==> config.mk <==
export PLATFORM = sky130hd
export DESIGN_NAME = debug_mode_control
export DESIGN_NICKNAME = d
export VERILOG_FILES = /design/src/rtl/dbg_mode_pkg.sv /design/src/rtl/debug_mode_control.sv
export VERILOG_INCLUDE_DIRS = /design/src /design/src/rtl
export SDC_FILE = /design/constraint.sdc
export NUM_CORES = 1
export LEC_CHECK = 0
export BUFFER_PORTS_ARGS = -buffer_cell sky130_fd_sc_hd__buf_4
export CAP_MARGIN = 20
export CORE_ASPECT_RATIO = 0.8
export CORE_MARGIN = 1
export CORE_UTILIZATION = 35
export CTS_CLUSTER_SIZE = 24
export DETAILED_ROUTE_END_ITERATION = 10
export HOLD_SLACK_MARGIN = 0.1
export MAX_ROUTING_LAYER = met4
export PLACE_DENSITY = 0.68
export SYNTH_ARGS = -nofsm -noshare
export SYNTH_HDL_FRONTEND = slang
export SYNTH_SLANG_ARGS = --single-unit
==> constraint.sdc <==
create_clock -name sys_clk -period 4.2 [get_ports sys_clk]
set_input_delay 0.21 -clock sys_clk [delete_from_list [all_inputs] [get_ports sys_clk]]
set_output_delay 0.21 -clock sys_clk [all_outputs]
set_load 0.01 [all_outputs]
==> src/rtl/dbg_mode_defs.svh <==
/*
 * constants for the debug mode control block: register offsets, field positions, resets.
 * assumes inclusion by bare name from the package and the design module.
 */
`ifndef DBG_MODE_DEFS_SVH
`define DBG_MODE_DEFS_SVH
`define OFS_CTRL0 4'h0
`define OFS_STATUS 4'h1
`define OFS_MSTATE 4'h2
`define OFS_IRQ_STAT 4'h3
`define OFS_IRQ_MASK 4'h4
`define OFS_RUNSTATE 4'h5
`define NUM_EVT 9
`define EVT_UNCOND 8
`define CTRL_IDM_BIT 9
`define CTRL_EDM_BIT 10
`define MS_DE_BIT 0
`define MS_DWE_BIT 1
`define CTRL0_RST 11'h000
`define MSTATE_RST 2'h0
`define IRQ_STOP_BIT 0
`define IRQ_DBGINT_BIT 1
`define IRQ_RESUME_BIT 2
`endif

==> src/rtl/dbg_mode_pkg.sv <==
/*
 * types for the debug mode control block.
 * assumes dbg_mode_defs.svh is on the include path.
 */
package dbg_mode_pkg;
  `include "dbg_mode_defs.svh"
  typedef enum logic [1:0] {RUN, STOPPED, INT_TAKE} run_state_t;
  typedef struct packed {
    logic [3:0] addr;
    logic [31:0] wdata;
    logic wr;
    logic rd;
  } reg_req_t;
  typedef struct packed {
    logic resume;
    logic step;
    logic dwe_ext;
    logic uncond;
  } jtag_ctl_t;
  typedef struct packed {
    logic int_req;
    logic int_return;
    logic saved_dwe;
  } core_evt_t;
endpackage : dbg_mode_pkg

==> src/rtl/debug_mode_control.sv <==
/*
 * debug mode selection and disposition of debug events: record, stop, interrupt, trace.
 * assumes event pulses from the comparators, core interrupt and return pulses, and
 * jtag controller levels and pulses all synchronous to sys_clk.
 */
`timescale 1ns/1ps
`include "dbg_mode_defs.svh"
module debug_mode_control
  import dbg_mode_pkg::*;
(
  input wire logic sys_clk,
  input wire logic rst,
  input wire reg_req_t reg_req,
  output logic [31:0] reg_rdata,
  input wire logic [`NUM_EVT-1:0] evt_raw,
  input wire jtag_ctl_t jtag_ctl,
  input wire core_evt_t core_evt,
  input wire logic pending_int,
  output logic core_halt,
  output logic jtag_access,
  output logic mmu_check_on,
  output logic debug_int_req,
  output logic int_hold_off,
  output logic trace_valid,
  output logic [`NUM_EVT-1:0] trace_evt,
  output logic irq
);
  logic [10:0] ctrl_r, ctrl_nxt;
  logic [`NUM_EVT-1:0] status_r, status_nxt;
  logic [1:0] mstate_r, mstate_nxt;
  logic [2:0] irq_stat_r, irq_stat_nxt;
  logic [2:0] irq_mask_r, irq_mask_nxt;
  run_state_t state_r, state_nxt;
  logic [31:0] rdata_r, rdata_nxt;
  logic halt_r, jacc_r, dint_r, hold_r, tval_r, irq_r;
  logic [`NUM_EVT-1:0] tevt_r;
  logic halt_nxt, jacc_nxt, dint_nxt, hold_nxt, tval_nxt, irq_nxt;
  logic [`NUM_EVT-1:0] tevt_nxt, evt_en, evt_hit;
  logic internal_mode_enable, external_mode_enable, dwm, de, any_evt, go_stop, go_int;
  logic ev_stop, ev_dint, ev_resume;
  logic mmu_r;

  function automatic logic hit(input reg_req_t r, input logic [3:0] ofs);
    hit = r.wr && (r.addr == ofs);
  endfunction : hit

  always_comb begin
    evt_en = {1'b1, ctrl_r[`NUM_EVT-2:0]};
    evt_hit = evt_raw & evt_en;
    any_evt = |evt_hit;
    internal_mode_enable = ctrl_r[`CTRL_IDM_BIT];
    external_mode_enable = ctrl_r[`CTRL_EDM_BIT];
    de = mstate_r[`MS_DE_BIT];
    dwm = mstate_r[`MS_DWE_BIT] && jtag_ctl.dwe_ext;
    // external first, then internal with interrupts on, then wait mode
    go_stop = 1'b0;
    go_int = 1'b0;
    if (any_evt && state_r == RUN) begin
      if (external_mode_enable) begin
        go_stop = 1'b1;
      end else if (internal_mode_enable && de) begin
        go_int = 1'b1;
      end else if (dwm) begin
        go_stop = 1'b1;
      end
      // neither: trace only
    end
  end

  always_comb begin
    ctrl_nxt = ctrl_r;
    status_nxt = status_r;
    mstate_nxt = mstate_r;
    irq_mask_nxt = irq_mask_r;
    state_nxt = state_r;
    dint_nxt = dint_r;
    ev_stop = go_stop;
    ev_dint = 1'b0;
    ev_resume = 1'b0;
    if (hit(reg_req, `OFS_CTRL0)) ctrl_nxt = reg_req.wdata[10:0];
    if (hit(reg_req, `OFS_MSTATE)) mstate_nxt = reg_req.wdata[1:0];
    if (hit(reg_req, `OFS_IRQ_MASK)) irq_mask_nxt = reg_req.wdata[2:0];
    // status clears by write one; new events win over the clear
    if (hit(reg_req, `OFS_STATUS)) status_nxt = status_r & ~reg_req.wdata[`NUM_EVT-1:0];
    status_nxt = status_nxt | evt_hit;
    // core takes interrupt: wait enable drops, return restores saved copy
    if (core_evt.int_req) begin
      mstate_nxt[`MS_DWE_BIT] = 1'b0;
    end else if (core_evt.int_return) begin
      mstate_nxt[`MS_DWE_BIT] = core_evt.saved_dwe;
    end
    // core took the pending debug interrupt; a new one set below still wins
    if (core_evt.int_req) begin
      dint_nxt = 1'b0;
    end
    case (state_r)
      RUN: begin
        if (go_stop) begin
          state_nxt = STOPPED;
          // internal also on with interrupts: leave it pending
          if (internal_mode_enable && de) dint_nxt = 1'b1;
        end else if (go_int) begin
          state_nxt = INT_TAKE;
          dint_nxt = 1'b1;
          ev_dint = 1'b1;
        end else if (dint_r && !core_evt.int_req && internal_mode_enable && de) begin
          ev_dint = 1'b0;
        end
      end
      STOPPED: begin
        if (jtag_ctl.resume || jtag_ctl.step) begin
          state_nxt = RUN;
          ev_resume = 1'b1;
        end else if (!external_mode_enable && dwm && pending_int) begin
          state_nxt = RUN;
          ev_resume = 1'b1;
        end
      end
      INT_TAKE: begin
        if (core_evt.int_req) begin
          state_nxt = RUN;
          dint_nxt = 1'b0;
        end
      end
      default: state_nxt = RUN;
    endcase
  end

  always_comb begin
    irq_stat_nxt = irq_stat_r;
    if (hit(reg_req, `OFS_IRQ_STAT)) irq_stat_nxt = irq_stat_r & ~reg_req.wdata[2:0];
    irq_stat_nxt[`IRQ_STOP_BIT] = irq_stat_nxt[`IRQ_STOP_BIT] | ev_stop;
    irq_stat_nxt[`IRQ_DBGINT_BIT] = irq_stat_nxt[`IRQ_DBGINT_BIT] | ev_dint;
    irq_stat_nxt[`IRQ_RESUME_BIT] = irq_stat_nxt[`IRQ_RESUME_BIT] | ev_resume;
    irq_nxt = |(irq_stat_nxt & irq_mask_nxt);
    halt_nxt = (state_nxt == STOPPED);
    jacc_nxt = (state_nxt == STOPPED);
    // interrupts held off only when stopped without wait mode taking over
    hold_nxt = (state_nxt == STOPPED) && (external_mode_enable || !dwm);
    tval_nxt = any_evt;
    tevt_nxt = evt_hit;
    rdata_nxt = 32'h0000_0000;
    if (reg_req.rd) begin
      case (reg_req.addr)
        `OFS_CTRL0: rdata_nxt = {21'h0, ctrl_r};
        `OFS_STATUS: rdata_nxt = {23'h0, status_r};
        `OFS_MSTATE: rdata_nxt = {30'h0, mstate_r};
        `OFS_IRQ_STAT: rdata_nxt = {29'h0, irq_stat_r};
        `OFS_IRQ_MASK: rdata_nxt = {29'h0, irq_mask_r};
        `OFS_RUNSTATE: rdata_nxt = {29'h0, dint_r, state_r};
        default: rdata_nxt = 32'h0000_0000;
      endcase
    end
  end

  always_ff @(posedge sys_clk) begin
    if (rst) begin
      ctrl_r <= `CTRL0_RST;
      status_r <= '0;
      mstate_r <= `MSTATE_RST;
      irq_stat_r <= 3'h0;
      irq_mask_r <= 3'h0;
      state_r <= RUN;
      dint_r <= 1'b0;
      rdata_r <= 32'h0000_0000;
      halt_r <= 1'b0;
      jacc_r <= 1'b0;
      hold_r <= 1'b0;
      tval_r <= 1'b0;
      tevt_r <= '0;
      irq_r <= 1'b0;
      mmu_r <= 1'b1;
    end else begin
      ctrl_r <= ctrl_nxt;
      status_r <= status_nxt;
      mstate_r <= mstate_nxt;
      irq_stat_r <= irq_stat_nxt;
      irq_mask_r <= irq_mask_nxt;
      state_r <= state_nxt;
      dint_r <= dint_nxt;
      rdata_r <= rdata_nxt;
      halt_r <= halt_nxt;
      jacc_r <= jacc_nxt;
      hold_r <= hold_nxt;
      tval_r <= tval_nxt;
      tevt_r <= tevt_nxt;
      irq_r <= irq_nxt;
      mmu_r <= 1'b1;
    end
  end

  assign reg_rdata = rdata_r;
  assign core_halt = halt_r;
  assign jtag_access = jacc_r;
  assign debug_int_req = dint_r;
  assign int_hold_off = hold_r;
  assign trace_valid = tval_r;
  assign trace_evt = tevt_r;
  assign irq = irq_r;
  // protection never bypassed for debugger traffic
  assign mmu_check_on = mmu_r;
endmodule : debug_mode_control

## Yosys cells after proc, flatten, opt, wreduce, memory -nomap -nowiden

Cells that the tools add are included.

- Equal/unequal tests: 8
- Multiplexer cells: 31
- Bitwise operators: 11
- Reduce and logical (&&, ||, !) cells: 22

Operators with widths:

| kind | number |
|---|---|
| $pmux 11 s6 | 1 |
| $mux 1 | 19 |
| $and 9x9->9 | 2 |
| $mux 2 | 6 |
| $logic_and 1x1->1 | 11 |
| $mux 9 | 1 |
| $not 9->9 | 1 |
| $or 9x9->9 | 1 |
| $reduce_or 9->1 | 1 |
| $eq 4x2->1 const B | 2 |
| $eq 4x3->1 const B | 2 |
| $and 3x3->3 | 2 |
| $mux 3 | 2 |
| $pmux 2 s3 | 1 |
| $eq 2x1->1 const B | 2 |
| $eq 4x1->1 const B | 1 |
| $logic_not 4->1 | 1 |
| $reduce_or 2->1 | 2 |
| $not 3->3 | 1 |
| $or 1x1->1 | 3 |
| $reduce_or 3->1 | 1 |
| $eq 2x2->1 const B | 1 |
| $logic_not 1->1 | 2 |
| $logic_not 2->1 | 1 |
| 4 further kinds | 5 |

- Logic and storage cells: 86
- Bits of input ports: 57
- Output and inout port bits: 48
- Bits in registers: 76

## Longest topological paths before layout

- Depth after elaboration: 10
- Mapped depth: 7
- Mapped depth without buffers: 5

## Worst setup path before layout

OpenSTA, ideal clock, no wires.

- Path type: flip-flop to flip-flop
- From: register ctrl_r[0]
- To: register hold_r, in the netlist int_hold_off
- Stages on the path, launching flop included: 6
- Setup time: 65 ps
- Required time: 4135 ps
- Path buffers: 0
- Setup slack: 2664 ps
- Period minus slack after synthesis: 1536 ps
- Arrival time: 1471 ps
- Cell sequence: dfxtp_1 > a22oi_1 > and4_4 > or4_4 > a221oi_4 > nor2b_1

- Cells in the longest elaborated chain, start to end: 9
- Elaborated cells on any way between the ends: 10
- Classes of those cells: 1 x eq/ne; 5 x mux; 1 x bitwise; 3 x reduce/logical

RTL lines:

| item | RTL line | text |
|---|---|---|
| start: declaration | debug_mode_control.sv:28 | `logic [10:0] ctrl_r, ctrl_nxt;` |
| start signal: assignment | debug_mode_control.sv:158 | `` ctrl_r <= `CTRL0_RST; `` |
| start signal: assignment | debug_mode_control.sv:174 | `ctrl_r <= ctrl_nxt;` |
| $and 9x9->9 * | debug_mode_control.sv:49 | `evt_hit = evt_raw & evt_en;` |
| $reduce_or 9->1 * | debug_mode_control.sv:50 | `any_evt = \|evt_hit;` |
| $logic_and 1x1->1 * | debug_mode_control.sv:58 | `if (any_evt && state_r == RUN) begin` |
| $mux 1 | debug_mode_control.sv:58 |  |
| $mux 2 | debug_mode_control.sv:102 | `end else if (go_int) begin` |
| $mux 2 * | debug_mode_control.sv:98 | `if (go_stop) begin` |
| $pmux 2 s3 * | debug_mode_control.sv:96 | `case (state_r)` |
| $eq 2x1->1 * | debug_mode_control.sv:139 | `hold_nxt = (state_nxt == STOPPED) && (external_mode_enable \|\| !dwm);` |
| $logic_and 1x1->1 * | debug_mode_control.sv:139 |  |
| end signal: assignment | debug_mode_control.sv:184 | `hold_r <= hold_nxt;` |
| end: declaration | debug_mode_control.sv:35 | `logic halt_r, jacc_r, dint_r, hold_r, tval_r, irq_r;` |

Mark *: on every way between the ends. The rest lies on a longest branch, timed or not.
A chain may end at the register's enable or synchronous reset.

## Final worst setup path

- From: register ctrl_r[3]
- To: register hold_r, in the netlist int_hold_off

The elaborated chain is that of the path after synthesis.

==> flow_summary.ini <==
[critical_path]
worstPathArrival_ns = 1.96
worst_setup_path_end_kind = flop
cpMaxStageDelayCell = or4_4
start_kind = flop
path_cells = a222oi_1 -> and4_4 -> or4_4 -> a221oi_4 -> nor2b_1
cp_top_family = simple AND/OR/NAND/NOR gates
reg2reg_depth = 5
cp_data_required_time_ns = 4.45
crit_type = reg2reg
path_depth = 5
cp_max_fo = 5
path_buf_inv = 0
cpPeakStageDelay_ns = 0.51

[routing]
routedWlPerCell_um = 13.3
drt_wl_total_um = 5460
drtAntennaViolNets = 0
via_per_inst = 4.86
drc = 0
num_vias = 1996
drt_iter0_drc = 169
drt_first_pass_iters = 4

[power_and_ir_drop]
power_mw = 0.968
ir_drop_uv = 182
leakage_nw = 1.16
power.density_nw_per_um2 = 335

[place]
dp.cells = 402
io_buffers = 60
dp_hpwl_um = 3870
dpl_cell_area_um2 = 2770
gp_congestion = 0.852

[synthesis]
synthDistinctLibCells = 43
ys.flop_type = dfxtp_1
ys_seq_area_share_pct = 46.3
yosys.area.top_type_share_pct = 46.3
synth_edf_count = 0
synth_top_family_by_area = simple AND/OR/NAND/NOR gates
synthMuxAreaShare_pct = 4.73
synth-seq-cells = 55
yosysWarningCount = 0
yosysTopAreaCell = dfxtp_1
synth_fa_ha_area_share_pct = 0
synth_xor_area_share_pct = 0
postSynth.asyncResetShare_pct = 0
netlist_area_um2 = 2380
avgSynthCellArea_um2 = 8.69
synth_area_leaders = dfxtp_1 (46%), nand2_1 (8.4%), buf_4 (7.6%), a21oi_1 (5.0%), nor2_1 (5.0%)
synth_cells = 274
synth-simple-area-share_pct = 24.0
synth_compound_area_share_pct = 13.9

[clock_tree]
cts_root_buf = clkbuf_8
clkLatencyLatePin_ns = 0.31
clockBufferDepth = 2
clock_sinks = 55
cts_buffers = 5
clk_pin_slew_ns = 0.10
cts_setup_buffers = 0
cts_tree = built
cts_resized = 0
cts-htree-levels = 2

[floorplan]
die_y_um = 75.8
core-area_um2 = 6470
initial_core_util_pct = 36.8
die_w_um = 94.2
io_pins = 105
rows = 26
dieArea_um2 = 7140

[global_route]
grt_usage_pct = 15.6
grt_max_degree = 47
grt_pass1_wl_um = 8240
grt_pass1_vias = 1656
antenna_found_initial = 0
overflow = 0

[timing]
layout_min_cycle_time_ns = 1.71
tightest_slew_ns = 0.547
finalHoldViolCount = 0
rsz0062_at_grt = false
finalCritPeriodShare_pct = 40.8
slew_headroom_pct = 63.4
final-max-slew-violation-count = 0
setup_viol = 0
setup-tns-final_ns = 0
fin_worst_skew_ns = 0.0114
max_freq_mhz = 584

[min_path]
min_path_type = in2reg
hold_path_depth = 2

[layout]
utilization_pct = 44.7
final_area_um2 = 2890
n_antenna_cell = 0
fin_nets = 383
drive_gt1_share_pct = 23.2
synthToLayoutAreaGrowth_pct = 21.6
fin_cells = 411

[run_status]
status = completed

[job]
drv_cap = 0
==> layout make-up <==
type                       instances  area, µm²
clock buffer                       5       68.8
clock inverter                     3       43.8
fill                             633       3580
inverter                           2       7.51
multi-input combinational        200       1100
sequential                        55       1100
tap                               84        105
timing repair buffer              62        468
==> stage by stage <==
step	setup slack (ns)	hold WS, ns
global placement	2.41	0.397
finish	2.49	0.133
floorplan	2.66	0.289
CTS	2.49	0.133
global route	2.38	0.133
detailed placement	2.39	0.400
==> routing by layer <==
metal  global-route usage [%]  share of wire (%)  vias up
met2                     23.4                 46       97
met1                     21.5                 46      917
li1                         -                  -      980
met5                        -                  0        -
met4                     4.62               0.66        0
met3                     2.79                8.0        2
==> cell usage in the layout, fill, tap and decap left out, types with 2 or more instances in the layout <==
master	n
inv_1	2
nor4_1	2
dfxtp_1	55
a22oi_1	8
nand3b_1	2
nand2b_1	6
nor2_1	32
nor2b_1	5
nand2_1	53
nand3_1	2
mux2i_1	9
a21boi_1	2
a221oi_1	2
a21oi_1	24
clkbuf_8	5
buf_4	61
nor3_1	2
a211oi_1	3
o21ai_0	4
and3_1	2
and2_1	2
conb_1	22
==> flip-flops by register name, summed over array words and instances, names as in the netlist <==
name / cells
ctrl_r: 11
reg_rdata: 11
status_r: 9
trace_evt: 9
irq_mask_r: 3
irq_stat_r: 3
mstate_r: 2
state_r: 2
debug_int_req: 1
int_hold_off: 1
irq: 1
jtag_access: 1
trace_valid: 1
==> logic make-up after synthesis <==
group | count (synthesis)
muxes | 11
DFF | 55
and+or+nand+nor | 117
AOI/OAI and AO/OA | 50
buffers and inverters | 39
other | 2
==> cell usage after synthesis, types with 2 or more instances <==
master     n
buf_2      6
a21boi_1   2
nor3_1     2
nand3_1    2
clkbuf_1   5
buf_4     24
inv_1      2
nor2_1    32
nand3b_1   2
nor2b_1    5
and2_1     2
nand2b_1   6
o21ai_0    4
a221oi_1   2
a211oi_1   3
a22oi_1    8
a21oi_1   24
dfxtp_1   55
and3_1     2
conb_1     2
nand2_1   53
nor4_1     2
mux2i_1    9
==> repair_timing <==
| item | in CTS | in global routing |
|---|---|---|
| endpoints found under the hold margin | 1 | 0 |
| hold buffers | 1 | 0 |
| endpoints found under the setup margin | 0 | 0 |
==> worst paths after layout <==
| kind | slack, ns | to | from |
|---|---|---|---|
| worst max-delay path | 2.49 | int_hold_off$_SDFF_PP0_ | ctrl_r[3]$_SDFFE_PP0P_ |
| worst min-delay path | 0.13 | trace_evt[8]$_SDFF_PP0_ | evt_raw[8] |
| worst max register to register | 2.49 | int_hold_off$_SDFF_PP0_ | ctrl_r[3]$_SDFFE_PP0P_ |
| worst min register to register | 0.46 | status_r[3]$_SDFF_PP0_ | status_r[3]$_SDFF_PP0_ |
==> power breakdown <==
group	leakage [nW]	switching [mW]	internal, mW	total, mW
Combinational	0.660	0.0498	0.0367	0.0865
Clock	0.0581	0.173	0.178	0.350
Sequential	0.444	0.00388	0.527	0.531
Total	1.16	0.226	0.741	0.968
No activity file was read; power rests on OpenSTA's default activity.
